## config.mk

```make
export PLATFORM = sky130hd
export DESIGN_NAME = dod_decoder
export DESIGN_NICKNAME = d
export VERILOG_FILES = /design/src/inc/dod_pkg.sv /design/src/hdl/dod_word_hold.sv /design/src/hdl/dod_decoder.sv
export SDC_FILE = /design/constraint.sdc
export NUM_CORES = 1
export LEC_CHECK = 0
export ABC_AREA = 0
export BUFFER_PORTS_ARGS = -buffer_cell sky130_fd_sc_hd__buf_2
export CORE_ASPECT_RATIO = 0.7
export CORE_MARGIN = 2
export CORE_UTILIZATION = 60
export DETAILED_ROUTE_END_ITERATION = 10
export PLACE_DENSITY = 0.93
export REMOVE_ABC_BUFFERS = 1
export SYNTH_ARGS = -nofsm -noshare
export SYNTH_HDL_FRONTEND = slang
export SYNTH_HIERARCHICAL = 1
export SYNTH_SLANG_ARGS = --single-unit
```

## constraint.sdc

```tcl
create_clock -name i_clk -period 3.77 [get_ports i_clk]
set_clock_uncertainty 0.2 [all_clocks]
set_input_delay 0.754 -clock i_clk [delete_from_list [all_inputs] [get_ports i_clk]]
set_output_delay 0.754 -clock i_clk [all_outputs]
set_load 0.01 [all_outputs]
```

## src/inc/dod_pkg.sv

```systemverilog
package dod_pkg;

  // High-byte and prefix patterns of the decoded opcodes
  localparam logic [7:0]  HB_ACC_IMM     = 8'hB9;
  localparam logic [7:0]  HB_ACC_HIGH    = 8'h6A;
  localparam logic [7:0]  HB_ACC_NOSX    = 8'h69;
  localparam logic [7:0]  HB_ACC_VSHIFT  = 8'h6B;
  localparam logic [4:0]  PFX_AUX_MEM    = 5'h00;
  localparam logic [4:0]  PFX_AUX_SHORT  = 5'h16;
  localparam logic [12:0] PFX_AUX_LONG   = 13'h17E1;
  localparam logic [7:0]  HB_PAGE_MEM    = 8'h0D;
  localparam logic [6:0]  PFX_PAGE_IMM   = 7'h5E;
  localparam logic [7:0]  HB_STAT_ZERO   = 8'h0E;
  localparam logic [7:0]  HB_STAT_ONE    = 8'h0F;
  localparam logic [7:0]  HB_MLD_ACC     = 8'h70;
  localparam logic [7:0]  HB_MLD_XFER    = 8'h71;
  localparam logic [7:0]  HB_MLD_MOVE    = 8'h72;
  localparam logic [7:0]  HB_MLD         = 8'h73;
  localparam logic [7:0]  HB_MLD_SUB     = 8'h74;
  localparam logic [7:0]  HB_PMAC        = 8'hA2;
  localparam logic [7:0]  HB_PMAC_MOVE   = 8'hA3;
  localparam logic [7:0]  HB_AUX_MOD     = 8'h8B;
  localparam logic [4:0]  PFX_AUX_PTR    = 5'h11;
  localparam logic [7:0]  HB_MUL         = 8'h54;
  localparam logic [2:0]  PFX_MUL_IMM    = 3'h6;
  localparam logic [7:0]  HB_MUL_ADD     = 8'h50;
  localparam logic [7:0]  HB_MUL_SUB     = 8'h51;
  localparam logic [7:0]  HB_MUL_UNS     = 8'h55;
  localparam logic [7:0]  HB_LJUST       = 8'hA0;
  localparam logic [15:0] W_NEGATE       = 16'hBE02;
  localparam logic [15:0] W_NMI          = 16'hBE52;
  localparam logic [7:0]  HB_OR          = 8'h6D;
  localparam logic [11:0] PFX_OR_SHIFT   = 12'hBFC;
  localparam logic [15:0] W_OR_16        = 16'hBE82;
  localparam logic [15:0] W_PROD_ACC     = 16'hBE03;
  localparam logic [7:0]  BYTE_ZERO      = 8'h00;

  // Word and cycle counts
  localparam logic [1:0]  WORDS_ONE      = 2'h1;
  localparam logic [1:0]  WORDS_TWO      = 2'h2;
  localparam logic [2:0]  CYC_ONE        = 3'h1;
  localparam logic [2:0]  CYC_TWO        = 3'h2;
  localparam logic [2:0]  CYC_THREE      = 3'h3;
  localparam logic [2:0]  CYC_FOUR       = 3'h4;
  localparam logic [4:0]  SHIFT_OF_16    = 5'h10;

  // Reset values
  localparam logic [15:0] RST_WORD       = 16'h0000;
  localparam logic [2:0]  RST_CNT        = 3'h0;

  typedef enum logic [5:0] {
    OP_UNKNOWN      = 6'b000000,
    OP_ACC_IMM      = 6'b000001,
    OP_ACC_ZERO     = 6'b000010,
    OP_ACC_HIGH     = 6'b000011,
    OP_ACC_NOSX     = 6'b000100,
    OP_ACC_VSHIFT   = 6'b000101,
    OP_AUX_MEM      = 6'b000110,
    OP_AUX_SHORT    = 6'b000111,
    OP_AUX_LONG     = 6'b001000,
    OP_PAGE_MEM     = 6'b001001,
    OP_PAGE_IMM     = 6'b001010,
    OP_STAT_ZERO    = 6'b001011,
    OP_STAT_ONE     = 6'b001100,
    OP_MLD          = 6'b001101,
    OP_MLD_ACC      = 6'b001110,
    OP_MLD_MOVE     = 6'b001111,
    OP_MLD_XFER     = 6'b010000,
    OP_MLD_SUB      = 6'b010001,
    OP_PMAC         = 6'b010010,
    OP_PMAC_MOVE    = 6'b010011,
    OP_AUX_MOD      = 6'b010100,
    OP_AUX_PTR      = 6'b010101,
    OP_IDLE_SLOT    = 6'b010110,
    OP_MUL          = 6'b010111,
    OP_MUL_IMM      = 6'b011000,
    OP_MUL_ADD      = 6'b011001,
    OP_MUL_SUB      = 6'b011010,
    OP_MUL_UNS      = 6'b011011,
    OP_LJUST        = 6'b011100,
    OP_NEGATE       = 6'b011101,
    OP_NMI          = 6'b011110,
    OP_OR_MEM       = 6'b011111,
    OP_OR_SHIFT     = 6'b100000,
    OP_OR_16        = 6'b100001,
    OP_PROD_ACC     = 6'b100010
  } dod_op_t;

  typedef enum logic [1:0] {
    ST_IDLE  = 2'b00,
    ST_WAIT2 = 2'b01,
    ST_BUSY  = 2'b10
  } dod_mode_t;

  typedef struct packed {
    dod_op_t    op;
    logic [1:0] words;
    logic [2:0] cycles;
    logic       has_addr;
  } dod_info_t;

  typedef struct packed {
    logic       valid;
    dod_op_t    op;
    logic [1:0] words;
    logic [2:0] cycles;
    logic [2:0] aux_sel;
    logic [4:0] shift;
    logic [15:0] imm;
    logic       has_addr;
    logic       addr_indirect;
    logic [6:0] addr_field;
  } dod_out_t;

  typedef struct packed {
    dod_mode_t  mode;
    logic       ready;
    logic [2:0] cnt;
    dod_out_t   out;
  } dod_state_t;

  typedef struct packed {
    logic [15:0] data;
  } dod_hold_t;

endpackage

```

## src/hdl/dod_word_hold.sv

```systemverilog
`timescale 1ns/1ps
`default_nettype none
module dod_word_hold (
  input  wire logic        i_clk,
  input  wire logic        i_sys_rst,
  input  wire logic        i_wr,
  input  wire logic [15:0] i_wdata,
  output logic      [15:0] o_rdata
);
  import dod_pkg::*;

  dod_hold_t st;
  dod_hold_t next_st;

  always_comb begin
    next_st = st;
    if (i_wr) begin
      next_st.data = i_wdata;
    end
  end

  always_ff @(posedge i_clk or posedge i_sys_rst) begin
    if (i_sys_rst) begin
      st.data <= RST_WORD;
    end else begin
      st <= next_st;
    end
  end

  assign o_rdata = st.data;
endmodule
`default_nettype wire

```

## src/hdl/dod_decoder.sv

```systemverilog
// Overview of operation
// - B9xx loads accumulator with 8-bit constant; B900 clears; 1/1.
// - 6A with address clears low half, loads high half; 1 word, 1 cycle.
// - 69 with address clears upper half, loads low half unsigned.
// - 6B loads accumulator shifted by multiplicand register amount.
// - 0000_0 or 1011_0 plus 3-bit select loads aux register; 1/2.
// - BF08..BF0F plus constant word loads aux register; 2 words, 2 cycles.
// - Page pointer from memory (0D) or 9-bit immediate (1011_110); 1/2.
// - 0E and 0F load status word zero and one; 1 word, 2 cycles.
// - 70 loads multiplicand, accumulates product; 73 plain load.
// - 72 loads multiplicand, accumulates, moves word upward; one cycle.
// - 71 loads multiplicand and transfers product to accumulator; 1/1.
// - 74 loads multiplicand and subtracts previous product; 1/1.
// - A2 plus program address word multiplies, accumulates; 2/3.
// - A3 is that multiply-accumulate plus data move.
// - 8B modifies aux registers; 8B88..8B8F selects pointer; 8B00 is idle slot.
// - 54 multiplies by operand; top bits 110 use 13-bit immediate.
// - 50 adds previous product while forming new product.
// - 51 subtracts previous product; 55 forms unsigned product.
// - A0 normalises; BE02 negates; BE52 non-maskable interrupt, 4 cycles.
// - 6D ORs memory; BFCx plus constant ORs shifted constant; 2/2.
// - BE82 plus constant ORs constant shifted by sixteen; 2/2.
// - BE03 copies product register to accumulator; 1/1.
`timescale 1ns/1ps
`default_nettype none
module dod_decoder (
  input  wire logic             i_clk,
  input  wire logic             i_sys_rst,
  input  wire logic             i_instr_valid,
  input  wire logic [15:0]      i_instr_word,
  output logic                  o_ready,
  output dod_pkg::dod_out_t     o_dec
);
  import dod_pkg::*;

  dod_state_t  st;
  dod_state_t  next_st;
  logic [15:0] held_word;
  logic        hold_wr;
  dod_info_t   info_new;
  dod_info_t   info_held;

  function automatic dod_info_t mk(input dod_op_t op, input logic [1:0] w,
                                   input logic [2:0] c, input logic a);
    dod_info_t r;
    r.op       = op;
    r.words    = w;
    r.cycles   = c;
    r.has_addr = a;
    return r;
  endfunction

  function automatic dod_info_t decode(input logic [15:0] w);
    logic [7:0] hb;
    logic [7:0] lb;
    dod_info_t  r;
    hb = w[15:8];
    lb = w[7:0];
    r  = mk(OP_UNKNOWN, WORDS_ONE, CYC_ONE, 1'b0);
    if (hb == HB_ACC_IMM) begin
      if (lb == BYTE_ZERO) begin
        r = mk(OP_ACC_ZERO, WORDS_ONE, CYC_ONE, 1'b0);
      end else begin
        r = mk(OP_ACC_IMM, WORDS_ONE, CYC_ONE, 1'b0);
      end
    end else if (hb == HB_ACC_HIGH) begin
      r = mk(OP_ACC_HIGH, WORDS_ONE, CYC_ONE, 1'b1);
    end else if (hb == HB_ACC_NOSX) begin
      r = mk(OP_ACC_NOSX, WORDS_ONE, CYC_ONE, 1'b1);
    end else if (hb == HB_ACC_VSHIFT) begin
      r = mk(OP_ACC_VSHIFT, WORDS_ONE, CYC_ONE, 1'b1);
    end else if (w[15:11] == PFX_AUX_MEM) begin
      r = mk(OP_AUX_MEM, WORDS_ONE, CYC_TWO, 1'b1);
    end else if (w[15:11] == PFX_AUX_SHORT) begin
      r = mk(OP_AUX_SHORT, WORDS_ONE, CYC_TWO, 1'b0);
    end else if (w[15:3] == PFX_AUX_LONG) begin
      r = mk(OP_AUX_LONG, WORDS_TWO, CYC_TWO, 1'b0);
    end else if (hb == HB_PAGE_MEM) begin
      r = mk(OP_PAGE_MEM, WORDS_ONE, CYC_TWO, 1'b1);
    end else if (w[15:9] == PFX_PAGE_IMM) begin
      r = mk(OP_PAGE_IMM, WORDS_ONE, CYC_TWO, 1'b0);
    end else if (hb == HB_STAT_ZERO) begin
      r = mk(OP_STAT_ZERO, WORDS_ONE, CYC_TWO, 1'b1);
    end else if (hb == HB_STAT_ONE) begin
      r = mk(OP_STAT_ONE, WORDS_ONE, CYC_TWO, 1'b1);
    end else if (hb == HB_MLD_ACC) begin
      r = mk(OP_MLD_ACC, WORDS_ONE, CYC_ONE, 1'b1);
    end else if (hb == HB_MLD) begin
      r = mk(OP_MLD, WORDS_ONE, CYC_ONE, 1'b1);
    end else if (hb == HB_MLD_MOVE) begin
      r = mk(OP_MLD_MOVE, WORDS_ONE, CYC_ONE, 1'b1);
    end else if (hb == HB_MLD_XFER) begin
      r = mk(OP_MLD_XFER, WORDS_ONE, CYC_ONE, 1'b1);
    end else if (hb == HB_MLD_SUB) begin
      r = mk(OP_MLD_SUB, WORDS_ONE, CYC_ONE, 1'b1);
    end else if (hb == HB_PMAC) begin
      r = mk(OP_PMAC, WORDS_TWO, CYC_THREE, 1'b1);
    end else if (hb == HB_PMAC_MOVE) begin
      r = mk(OP_PMAC_MOVE, WORDS_TWO, CYC_THREE, 1'b1);
    end else if (hb == HB_AUX_MOD) begin
      if (lb == BYTE_ZERO) begin
        r = mk(OP_IDLE_SLOT, WORDS_ONE, CYC_ONE, 1'b0);
      end else if (lb[7:3] == PFX_AUX_PTR) begin
        r = mk(OP_AUX_PTR, WORDS_ONE, CYC_ONE, 1'b0);
      end else begin
        r = mk(OP_AUX_MOD, WORDS_ONE, CYC_ONE, 1'b1);
      end
    end else if (hb == HB_MUL) begin
      r = mk(OP_MUL, WORDS_ONE, CYC_ONE, 1'b1);
    end else if (w[15:13] == PFX_MUL_IMM) begin
      r = mk(OP_MUL_IMM, WORDS_ONE, CYC_ONE, 1'b0);
    end else if (hb == HB_MUL_ADD) begin
      r = mk(OP_MUL_ADD, WORDS_ONE, CYC_ONE, 1'b1);
    end else if (hb == HB_MUL_SUB) begin
      r = mk(OP_MUL_SUB, WORDS_ONE, CYC_ONE, 1'b1);
    end else if (hb == HB_MUL_UNS) begin
      r = mk(OP_MUL_UNS, WORDS_ONE, CYC_ONE, 1'b1);
    end else if (hb == HB_LJUST) begin
      r = mk(OP_LJUST, WORDS_ONE, CYC_ONE, 1'b1);
    end else if (w == W_NEGATE) begin
      r = mk(OP_NEGATE, WORDS_ONE, CYC_ONE, 1'b0);
    end else if (w == W_NMI) begin
      r = mk(OP_NMI, WORDS_ONE, CYC_FOUR, 1'b0);
    end else if (hb == HB_OR) begin
      r = mk(OP_OR_MEM, WORDS_ONE, CYC_ONE, 1'b1);
    end else if (w[15:4] == PFX_OR_SHIFT) begin
      r = mk(OP_OR_SHIFT, WORDS_TWO, CYC_TWO, 1'b0);
    end else if (w == W_OR_16) begin
      r = mk(OP_OR_16, WORDS_TWO, CYC_TWO, 1'b0);
    end else if (w == W_PROD_ACC) begin
      r = mk(OP_PROD_ACC, WORDS_ONE, CYC_ONE, 1'b0);
    end
    return r;
  endfunction

  // Builds the issue state from the opcode word and, if any, its second word
  function automatic dod_state_t issue(input dod_state_t s,
                                       input logic [15:0] w,
                                       input logic [15:0] w2,
                                       input dod_info_t inf);
    dod_state_t r;
    logic [2:0] stall;
    r                   = s;
    r.out.valid         = 1'b1;
    r.out.op            = inf.op;
    r.out.words         = inf.words;
    r.out.cycles        = inf.cycles;
    r.out.has_addr      = inf.has_addr;
    r.out.aux_sel       = 3'h0;
    r.out.shift         = 5'h00;
    r.out.imm           = RST_WORD;
    r.out.addr_indirect = 1'b0;
    r.out.addr_field    = 7'h00;
    if (inf.has_addr) begin
      r.out.addr_indirect = w[7];
      r.out.addr_field    = w[6:0];
    end
    case (inf.op)
      OP_ACC_IMM, OP_ACC_ZERO: begin
        r.out.imm = {8'h00, w[7:0]};
      end
      OP_AUX_MEM: begin
        r.out.aux_sel = w[10:8];
      end
      OP_AUX_SHORT: begin
        r.out.aux_sel = w[10:8];
        r.out.imm     = {8'h00, w[7:0]};
      end
      OP_AUX_LONG: begin
        r.out.aux_sel = w[2:0];
        r.out.imm     = w2;
      end
      OP_PAGE_IMM: begin
        r.out.imm = {7'h00, w[8:0]};
      end
      OP_PMAC, OP_PMAC_MOVE: begin
        r.out.imm = w2;
      end
      OP_AUX_PTR: begin
        r.out.aux_sel = w[2:0];
      end
      OP_MUL_IMM: begin
        r.out.imm = {{3{w[12]}}, w[12:0]};
      end
      OP_OR_SHIFT: begin
        r.out.shift = {1'b0, w[3:0]};
        r.out.imm   = w2;
      end
      OP_OR_16: begin
        r.out.shift = SHIFT_OF_16;
        r.out.imm   = w2;
      end
      default: begin
        r.out.imm = RST_WORD;
      end
    endcase
    // Stall covers execution cycles beyond those used fetching words
    stall = inf.cycles - {1'b0, inf.words};
    r.cnt = stall;
    if (stall == RST_CNT) begin
      r.mode = ST_IDLE;
    end else begin
      r.mode = ST_BUSY;
    end
    return r;
  endfunction

  dod_word_hold u_hold (
    .i_clk     (i_clk),
    .i_sys_rst (i_sys_rst),
    .i_wr      (hold_wr),
    .i_wdata   (i_instr_word),
    .o_rdata   (held_word)
  );

  always_comb begin
    info_new  = decode(i_instr_word);
    info_held = decode(held_word);
    hold_wr   = 1'b0;
    next_st   = st;
    next_st.out.valid = 1'b0;
    case (st.mode)
      ST_IDLE: begin
        if (i_instr_valid) begin
          if (info_new.words == WORDS_TWO) begin
            // First word parked until its second word (constant or program address) arrives
            hold_wr      = 1'b1;
            next_st.mode = ST_WAIT2;
          end else begin
            next_st = issue(st, i_instr_word, RST_WORD, info_new);
          end
        end
      end
      ST_WAIT2: begin
        if (i_instr_valid) begin
          next_st = issue(st, held_word, i_instr_word, info_held);
        end
      end
      ST_BUSY: begin
        next_st.cnt = st.cnt - CYC_ONE;
        if (st.cnt == CYC_ONE) begin
          next_st.mode = ST_IDLE;
        end
      end
      default: begin
        next_st.mode = ST_IDLE;
      end
    endcase
    next_st.ready = (next_st.mode != ST_BUSY);
  end

  always_ff @(posedge i_clk or posedge i_sys_rst) begin
    if (i_sys_rst) begin
      st.mode  <= ST_IDLE;
      st.ready <= 1'b1;
      st.cnt   <= RST_CNT;
      st.out   <= '0;
    end else begin
      st <= next_st;
    end
  end

  assign o_ready = st.ready;
  assign o_dec   = st.out;

  // Checking helpers
  logic        acc_idle;
  assign acc_idle = (st.mode == ST_IDLE) && i_instr_valid;
endmodule
`default_nettype wire

```

## After elaboration in Yosys (flattened, before gate mapping)

Cells that the tools add are included.

| word-level totals | value |
|---|---|
| register bits | 67 |
| logic and storage cells | 216 |

| operators by class | value |
|---|---|
| add/sub/neg operators | 3 |
| equality and inequality tests | 92 |
| mux-type cells | 89 |
| reductions and logical operators | 18 |

Operators with widths:

| operator | number |
|---|---|
| $mux 12 | 62 |
| $eq 8x7->1 const B | 26 |
| $eq 16x16->1 const B | 8 |
| $mux 51 | 2 |
| $pmux 45 s2 | 1 |
| $eq 8x8->1 const B | 10 |
| $pmux 16 s4 | 1 |
| $eq 8x4->1 const B | 6 |
| $mux 48 | 1 |
| $mux 8 | 6 |
| $pmux 16 s3 | 1 |
| $eq 6x5->1 const B | 6 |
| $eq 13x13->1 const B | 2 |
| $eq 12x12->1 const B | 2 |
| $eq 6x3->1 const B | 4 |
| $eq 6x4->1 const B | 4 |
| $eq 6x6->1 const B | 4 |
| $eq 5x5->1 const B | 4 |
| $pmux 5 s2 | 2 |
| $logic_not 8->1 | 2 |
| $eq 7x7->1 const B | 2 |
| $mux 7 | 2 |
| $eq 6x1->1 const B | 2 |
| $eq 6x2->1 const B | 2 |
| other kinds (21) | 40 |

## Logic depth before layout (Yosys ltp)

Gate-level depths: netlist of run 1.

| logic depth | value |
|---|---|
| word-level depth | 39 |
| gate-level depth with buffers | 15 |

## Hierarchy

Netlist of run 1, hierarchy kept.

By module, submodules not included:

| module | instances | cells an instance | area each (um^2) | seq. area each (um^2) |
|---|---|---|---|---|
| dod_decoder | 1 | 618 | 4898.4 | 1277.5 |
| dod_word_hold | 1 | 35 | 653.1 | 400.4 |

## Worst setup path after synthesis of run 1

Ideal clock, no wire load.

| timing | value |
|---|---|
| kind | input to register |
| start | input i_instr_word[0] |
| end | register st (netlist bit o_ready) |
| setup time | 0.088 ns |
| arrival time | 3.665 ns |
| setup slack | -0.183 ns |
| stages | 12 |
| path buffers | 1 |
| cell sequence | buf_6 > or4_4 > or4_1 > a21oi_2 > nor2_2 > ha_1 > fa_1 > xor2_1 > and3b_1 > o22ai_1 > a21oi_1 > or3b_1 |

RTL lines:

| what | RTL line | RTL |
|---|---|---|
| start: declaration | dod_decoder.sv:30 | `input wire logic [15:0] i_instr_word,` |
| end signal: assignment | dod_decoder.sv:259 | `st <= next_st;` |
| end: declaration | dod_decoder.sv:36 | `dod_state_t st;` |

==> results.yml, run 1 <==
min_path:
  holdCritStartpoint: "o_dec[41]"
  min_path_type: "reg2reg"
timing:
  finalSetupViolations: 2
  period_share_pct: 103
  relSlewSlack_pct: 26.8
  slew_violations: 0
  max_slew.worst_pin.slew_ns: 1.10
  finalHoldViolations: 0
  fin_hold_ws_ns: 0.284
  period_needed_ns: 3.89
  layout_setup_ws_ns: -0.116
  max_freq_ghz: 0.257
global_routing:
  grt_antenna_before_repair: 1
  grt_pass1_vias: 5314
  grt_max_degree: 52
  grt_pass1_wl_microns: 28200
  grt_usage_pct: 35.9
  gr-total-overflow: 0
critical_path:
  crit_buf_inv: 2
  arrival_ns: 3.94
  cp_max_fo: 7
  crit_type: "reg2reg"
  crit_path_max_incr_delay_ns: 0.55
  cpMaxStageDelayCell: "nor3_1"
  critical-path-top-delay-family: "simple AND/OR/NAND/NOR gates"
  worst_ep_required_time_ns: 3.82
  r2r_start: "u_hold/o_rdata[5]"
  critPathLaunch: "u_hold/o_rdata[5]"
  endpoint_kind: "register"
  critical_path.cell_chain: "buf_4 -> nor3_1 -> nand2_1 -> o31ai_1 -> buf_4 -> nor3_1 -> and2_1 -> fa_1 -> xor2_1 -> and3_1 -> o21ai_1 -> a21oi_2 -> or3b_1"
  startpoint_type: "register"
clocking:
  cts_buffer_depth: 2
  ctsRootBufferMaster: "clkbuf_16"
  numClockSinks: 67
  cts_buffers: 9
  cts.htree.levels: 3
  insertion_delay_ns: 0.34
  cts_tree: "done"
  hold_buffers: 0
  cts.clk_slew.worst_paths_ns: 0.06
detailed_routing:
  vias_per_cell: 6.60
  wirelength_microns: 18200
  routedWlPerCell_microns: 21.1
  drt_iter0_drc: 797
  drc: 0
  drt-pass1-iter-count: 6
  ant_nets: 0
  vias: 5717
synthesis:
  synth_cell_types: 87
  synthTopCellsByArea: "dfrtp_1, buf_4, nor2_1"
  ys_seq_elements: 67
  synthFlopType: "dfrtp_1"
  synth_largest_area_cell: "dfrtp_1"
  ys_async_sr_fraction_pct: 100
  synth_top_area_share_pct: 29.7
  yosysSeqAreaShare_pct: 30.2
  synth_cells: 653
  synth_warnings: 6
  syn_avg_cell_area_sq_um: 8.50
  netlist_area_sq_mm: 0.00555
  synth-edff-count: 0
status:
  status: "complete, but fails checks"
  failed_checks: "negative setup slack"
power_and_ir_drop:
  vdd_drop_max_uv: 352
  p_leak_nw: 2.91
  powerDensity_mw_per_mm2: 450
die:
  dieWidth_microns: 119
  rows: 29
  ios: 65
  die_area_sq_mm: 0.0101
  die_height_microns: 84.5
  coreArea_sq_mm: 0.00903
  initial_utilization_pct: 61.4
placed_design:
  numPortBuffers: 64
  place.gp.congestion: 1.00
  dpl-instance-area_sq_mm: 0.00609
  dp_cells: 843
  post-place-ws_ns: -0.429
  post-dp-hpwl_microns: 13400
flow_run:
  drv_cap: 0
layout:
  layout_common_cells: "buf_4, nor2_1, buf_2"
  final_cells: 866
  fillCellCount: 680
  final_core_util_pct: 71.9
  design_area_sq_mm: 0.00649
  drive_above_1_share_pct: 31.7
  layout_commonest_cell: "buf_4"
  layout.nets: 768
  area_growth_syn_to_layout_pct: 17.0
-- state kept, by name, summed over array words and instances (netlist names) --
name / count
st: 5
o_dec: 45
o_ready: 1
u_hold/o_rdata: 16
-- metal layers --
metal  track usage [%]  vias to the layer above  share of wire [%]
met1              49.5                     2706                 41
met4              12.0                        0                3.5
li1                  -                     2527                  -
met3              9.04                       76                 11
met2              55.4                      408                 45
met5                 0                        -                  0
-- cell usage after synthesis, types with 4 or more instances --
cell type / number
a31oi_1: 12
nor2b_1: 6
buf_2: 6
and3_1: 4
and2_1: 5
xor2_1: 6
mux2_4: 10
mux2_2: 6
nor4_1: 5
a211oi_1: 5
nand3_1: 16
ha_1: 11
nand2_1: 50
nand2b_1: 9
clkbuf_1: 18
and3b_1: 5
nor3_1: 25
or4_1: 8
o21ai_0: 24
o41ai_1: 4
clkbuf_8: 9
buf_4: 45
buf_6: 4
o22ai_1: 6
nand4b_1: 7
o21ai_1: 10
inv_1: 30
a21oi_1: 32
dfrtp_1: 66
xnor2_1: 4
nand4_1: 7
or3_1: 6
o31ai_1: 5
o21a_1: 8
o211ai_1: 4
nor4b_1: 4
a222oi_1: 8
a22oi_1: 8
a221oi_1: 14
nor2_1: 72
-- where the power goes --
part / switching, mW / internal (mW)
clock network: 0.325 / 0.461
logic: 0.664 / 0.467
registers: 0.120 / 0.884
-- cells by family (layout without fill, tap and decap cells) --
logic type,after synthesis,after routing,share of synthesized area (%)
simple gates,259,259,25.1
flops,67,67,30.2
xor+xnor,10,10,1.58
other cells,0,1,0
mux,16,16,3.92
buf+inv,116,204,13.7
fa+ha+maj,13,13,3.20
compound gates,172,172,22.3
-- per-stage QoR --
stage	power [mW]	TNS [ns]
5_1_grt	3.05	-0.197
3_3_place_gp	2.03	-0.414
4_1_cts	2.87	0
6_report	2.92	-0.148
3_5_place_dp	2.08	-0.878
2_1_floorplan	1.58	-0.170
-- worst paths after layout --
check | slack (ns) | cells past startpoint | to
setup / recovery | -0.12 | 13 | o_ready
min in group asynchronous | 0.32 | 2 | u_hold/o_rdata[15]
hold / removal | 0.28 | 1 | o_dec[41]
setup reg to reg | -0.12 | 13 | o_ready
max in group asynchronous | 2.18 | 2 | o_dec[20]
hold reg to reg | 0.28 | 1 | o_dec[41]
-- what timing repair did --
| action | 4_1_cts | 5_1_grt |
|---|---|---|
| endpoints found under the hold margin | 0 | 0 |
| endpoints found under the setup margin | 1 | 1 |
| resized for setup | 2 | 18 |
| pin swaps | 1 | 12 |
| setup buffers | 0 | 6 |
-- cell type report --
type | instances | area, sq um | area share (%)
Antenna cell | 1 | 2.50 | 0.0385
Clock inverter | 6 | 41.3 | 0.636
Timing Repair Buffer | 158 | 1080 | 16.7
Inverter | 30 | 115 | 1.77
Clock buffer | 10 | 239 | 3.68
Tap cell | 124 | 155 | 2.39
Sequential cell | 67 | 1680 | 25.9
Multi-Input combinational cell | 470 | 3180 | 48.9
-- worst register-to-register path, cell delays in order, from the launching register on --
cell	delay, ns
dfrtp_1	0.40
buf_4	0.18
nor3_1	0.55
nand2_1	0.20
o31ai_1	0.36
buf_4	0.19
nor3_1	0.06
and2_1	0.23
fa_1	0.42
xor2_1	0.20
and3_1	0.20
o21ai_1	0.18
a21oi_2	0.07
or3b_1	0.38
(Power assumes the default switching activity.)
==> inputs of run 2 (changes only) <==
--- a/config.mk
+++ b/config.mk
@@ -11,8 +11,9 @@
 export CORE_MARGIN = 2
 export CORE_UTILIZATION = 60
 export DETAILED_ROUTE_END_ITERATION = 10
-export PLACE_DENSITY = 0.93
+export PLACE_DENSITY = 0.8
 export REMOVE_ABC_BUFFERS = 1
+export SKIP_LAST_GASP = 1
 export SYNTH_ARGS = -nofsm -noshare
 export SYNTH_HDL_FRONTEND = slang
 export SYNTH_HIERARCHICAL = 1
==> results.yml, run 2 (synthesis results as in run 1) <==
status:
  status: "complete, no violations"
critical_path:
  crit_buf_inv: 0
  critical_path.cell_chain: "or4_1 -> or4_4 -> o41ai_1 -> nor3_1 -> and2_1 -> fa_1 -> xor2_1 -> and3_1 -> o21ai_1 -> a21oi_2 -> or3b_1"
  crit_type: "reg2reg"
  endpoint_kind: "register"
  worst_ep_required_time_ns: 3.83
  crit_path_max_incr_delay_ns: 0.60
  critical-path-top-delay-family: "simple AND/OR/NAND/NOR gates"
  startpoint_type: "register"
  arrival_ns: 3.77
  cp_max_fo: 3
  cpMaxStageDelayCell: "or4_1"
clocking:
  numClockSinks: 67
  ctsRootBufferMaster: "clkbuf_16"
  cts.clk_slew.worst_paths_ns: 0.06
  insertion_delay_ns: 0.34
  cts_setup_buffers: 0
  cts.htree.levels: 3
  cts_buffer_depth: 2
  cts_tree: "done"
  cts_buffers: 9
detailed_routing:
  drt_iter0_drc: 859
  drc: 0
  routedWlPerCell_microns: 20.7
  ant_nets: 0
  vias: 5605
  wirelength_microns: 17700
  drt-pass1-iter-count: 7
  vias_per_cell: 6.54
global_routing:
  grt_antenna_before_repair: 1
  grt_max_degree: 52
  grt_usage_pct: 35.4
  gr-total-overflow: 0
  grt_pass1_vias: 5299
  grt_pass1_wl_microns: 27800
layout:
  layout_common_cells: "buf_4, nor2_1, dfrtp_1"
  layout_commonest_cell: "buf_4"
  layout.nets: 760
  final_cells: 857
  largest_reg_flops: 45
  n_antenna_cell: 0
  drive_above_1_share_pct: 30.3
  fillCellCount: 707
  area_growth_syn_to_layout_pct: 15.5
timing:
  period_needed_ns: 3.71
  period_share_pct: 98.5
  layout_setup_ws_ns: 0.0573
  fin_hold_ws_ns: 0.273
  max_slew.worst_pin.slew_ns: 1.09
  max_freq_ghz: 0.269
  relSlewSlack_pct: 27.5
  finalSetupViolations: 0
  slew_violations: 0
  finalHoldViolations: 0
placed_design:
  place.gp.congestion: 0.979
  numPortBuffers: 64
  post-dp-hpwl_microns: 13200
  dp_cells: 841
  post-place-ws_ns: -0.335
min_path:
  min_path_type: "reg2reg"
power_and_ir_drop:
  finalPower_mw: 2.92
  powerDensity_mw_per_mm2: 455
  p_leak_nw: 2.88
  vdd_drop_max_uv: 384
die:
  coreArea_sq_mm: 0.00903
  ios: 65
  initial_utilization_pct: 61.4
  dieWidth_microns: 119
  die_height_microns: 84.5
  die_area_sq_mm: 0.0101
  rows: 29
flow_run:
  drv_cap: 0
run 2: changes by cell type in the layout (fill, tap and decap cells not counted), sizes merged:
| cell | previous run | this run |
|---|---|---|
| diode | 1 | 0 |
| clkinvlp | 3 | 1 |
| clkinv | 3 | 4 |
| bufinv | 0 | 1 |
| buf | 158 | 150 |
run 2: report_power, final:
part,switching [mW],internal (mW)
Sequential,0.0981,0.883
Combinational,0.643,0.438
Clock,0.328,0.529
Total,1.07,1.85
run 2: what timing repair did:
item / in CTS / in global routing
cloned: 0 / 0
pin swaps: 1 / 2
endpoints found under the setup margin: 1 / 1
gates resized for setup: 0 / 11
hold buffers: 0 / 0
run 2: final cells by class:
class / count / area (sq um) / area share, %
inverter: 30 / 113 / 1.76
timing repair buffer: 150 / 1000 / 15.6
clock buffer: 10 / 239 / 3.73
tap: 124 / 155 / 2.42
clock inverter: 6 / 65.1 / 1.01
sequential: 67 / 1680 / 26.2
multi-input combinational: 470 / 3160 / 49.3
run 2: metal layers:
layer	vias to the layer above	global-route usage (%)	wire, microns
met4	0	12.1	490
met1	2663	50.0	7410
met5	-	0	0
met2	380	54.4	7860
li1	2509	-	-
met3	53	7.27	1970
run 2: per-stage QoR:
stage	util (%)	TNS [ns]	instance area, sq um
final	71.0	0	6410
after global placement	67.2	-0.267	6070
after global routing	71.0	-0.0117	6410
after detailed placement	67.2	-0.589	6070
after CTS	70.5	0	6370
after floorplan	-	-0.170	4900
run 2: final timing paths:
path | start | endpoint | slack (ns) | cells after the start
setup / recovery | u_hold/o_rdata[7] | o_ready | 0.06 | 11
hold / removal | o_dec[34] | o_dec[34] | 0.27 | 2
setup reg to reg | u_hold/o_rdata[7] | o_ready | 0.06 | 11
hold reg to reg | o_dec[34] | o_dec[34] | 0.27 | 2
max in group asynchronous | i_sys_rst | o_dec[17] | 2.20 | 2
min in group asynchronous | i_sys_rst | u_hold/o_rdata[1] | 0.32 | 2
run 2: worst reg2reg max path: cells and delay by family (launching register included):
family / cells / cell delay [ns]
fa+ha+maj: 1 / 0.41
xor+xnor: 1 / 0.19
flops: 1 / 0.39
compound gates: 3 / 0.35
simple gates: 6 / 2.10
==> inputs of run 3 (changes only) <==
==> constraint.sdc (replaced) <==
create_clock -name i_clk -period 4 [get_ports i_clk]
set_clock_uncertainty 0.2 [all_clocks]
set_input_delay 0.8 -clock i_clk [delete_from_list [all_inputs] [get_ports i_clk]]
set_output_delay 0.8 -clock i_clk [all_outputs]
set_load 0.01 [all_outputs]
==> results.yml, run 3 (synthesis results as in run 1) <==
status:
  status: "complete, no violations"
die:
  die_height_microns: 84.5
  initial_utilization_pct: 61.4
  coreArea_sq_mm: 0.00903
  die_area_sq_mm: 0.0101
  dieWidth_microns: 119
  ios: 65
  rows: 29
layout:
  n_antenna_cell: 0
  layout_common_cells: "nor2_1, dfrtp_1, buf_4"
  design_area_sq_mm: 0.00626
  largest_reg_flops: 45
  layout_commonest_cell: "nor2_1"
  drive_above_1_share_pct: 27.0
  fillCellCount: 740
  area_growth_syn_to_layout_pct: 12.8
  layout.nets: 742
clocking:
  cts_tree: "done"
  cts_buffers: 9
  cts.htree.levels: 3
  cts_setup_buffers: 0
  hold_buffers: 0
  cts_repair_resize_count: 0
  ctsRootBufferMaster: "clkbuf_16"
  insertion_delay_ns: 0.34
  cts_buffer_depth: 2
  cts.clk_slew.worst_paths_ns: 0.06
  numClockSinks: 67
critical_path:
  r2r-end: "o_ready"
  cpMaxStageDelayCell: "or4_1"
  startpoint_type: "register"
  critPathLaunch: "u_hold/o_rdata[5]"
  worst_ep_required_time_ns: 4.06
  crit_type: "reg2reg"
  arrival_ns: 3.89
  reg2regPathDepth: 11
  critical_path.cell_chain: "or4_1 -> or4_1 -> o41ai_1 -> nor3_1 -> and2_1 -> fa_1 -> xor2_1 -> and3_1 -> o21ai_1 -> a21oi_1 -> or3b_1"
  reg2reg_setup_slack_ns: 0.17
  cp_max_fo: 8
  r2r_start: "u_hold/o_rdata[5]"
  cp_common_cell: "or4_1"
  crit_path_max_incr_delay_ns: 0.60
  endpoint_kind: "register"
  crit_end: "o_ready"
detailed_routing:
  drt-pass1-iter-count: 7
  vias_per_cell: 6.67
  vias: 5594
  drc: 0
  routedWlPerCell_microns: 20.9
  wirelength_microns: 17500
  drt_iter0_drc: 940
  ant_nets: 0
placed_design:
  numPortBuffers: 64
  post-dp-hpwl_microns: 13100
  place.gp.congestion: 0.995
  dpl-instance-area_sq_mm: 0.00592
timing:
  max_slew.worst_pin.slew_ns: 1.06
  finalHoldViolations: 0
  finalSetupTns_ns: 0
  period_needed_ns: 3.83
  max_freq_ghz: 0.261
  slew_violations: 0
  period_share_pct: 95.7
  grt_setup_unrepaired: "no"
  finalSetupViolations: 0
  relSlewSlack_pct: 29.1
power_and_ir_drop:
  p_leak_nw: 2.79
  vdd_drop_max_uv: 396
  finalPower_mw: 2.83
  powerDensity_mw_per_mm2: 452
global_routing:
  grt_pass1_wl_microns: 28100
  grt_antenna_before_repair: 0
  grt_pass1_vias: 5204
  grt_usage_pct: 35.6
  gr-total-overflow: 0
  grt_max_degree: 52
flow_run:
  drv_cap: 0
min_path:
  min_path_type: "reg2reg"
## run 3: cell types whose count changed in the layout (fill, tap and decap cells not counted), moves of 2 or more
cell       previous run  this run
buf_4                83        66
or4_1                 6         8
or4_4                 3         1
clkbuf_1              0         2
clkinv_4              2         0
bufinv_16             1         3
## run 3: critical path: cells and delay by family (launching register included)
family                   cells  cell delay [ns]
XOR/XNOR                     1             0.18
flip-flops                   1             0.50
adder cells (fa/ha/maj)      1             0.41
AO/OA/AOI/OAI                3             0.34
AND/OR/NAND/NOR              6             2.12
## run 3: where the power goes
group          switching [mW]  internal [mW]
registers               0.103          0.832
clock network           0.296          0.608
logic                   0.597          0.392
## run 3: worst min path at each step
stage	start	end	slack, ns	cells past startpoint
after floorplan	st[46]	st[46]	0.30	2
after global placement	o_dec[8]	o_dec[8]	0.25	2
after detailed placement	o_dec[8]	o_dec[8]	0.26	2
after CTS	o_dec[8]	o_dec[8]	0.27	2
after global routing	o_dec[29]	o_dec[29]	0.30	2
final	o_dec[8]	o_dec[8]	0.27	2
## run 3: metrics by stage
stage          util, %  hold slack [ns]  cells  setup slack [ns]
3_3_place_gp      65.5            0.250    823           -0.0842
6_report          69.3            0.271    839             0.170
5_1_grt           69.3            0.304    839            0.0255
3_5_place_dp      65.5            0.261    823            -0.179
4_1_cts           69.3            0.273    839             0.171
2_1_floorplan        -            0.298    567            0.0933
## run 3: cell type report
| class | instances | area, sq um | area share, % |
|---|---|---|---|
| Timing Repair Buffer | 132 | 856 | 13.7 |
| Clock buffer | 11 | 233 | 3.71 |
| Inverter | 30 | 113 | 1.80 |
| Tap cell | 124 | 155 | 2.48 |
| Multi-Input combinational cell | 470 | 3130 | 49.9 |
| Clock inverter | 5 | 103 | 1.64 |
| Sequential cell | 67 | 1680 | 26.8 |
## run 3: layer usage
metal | vias to the layer above | routed length, microns | global-route usage, %
met1 | 2716 | 7340 | 51.0
met3 | 49 | 1930 | 7.74
met4 | 0 | 398 | 8.87
li1 | 2486 | - | -
met2 | 343 | 7840 | 55.4
met5 | - | 0 | 0
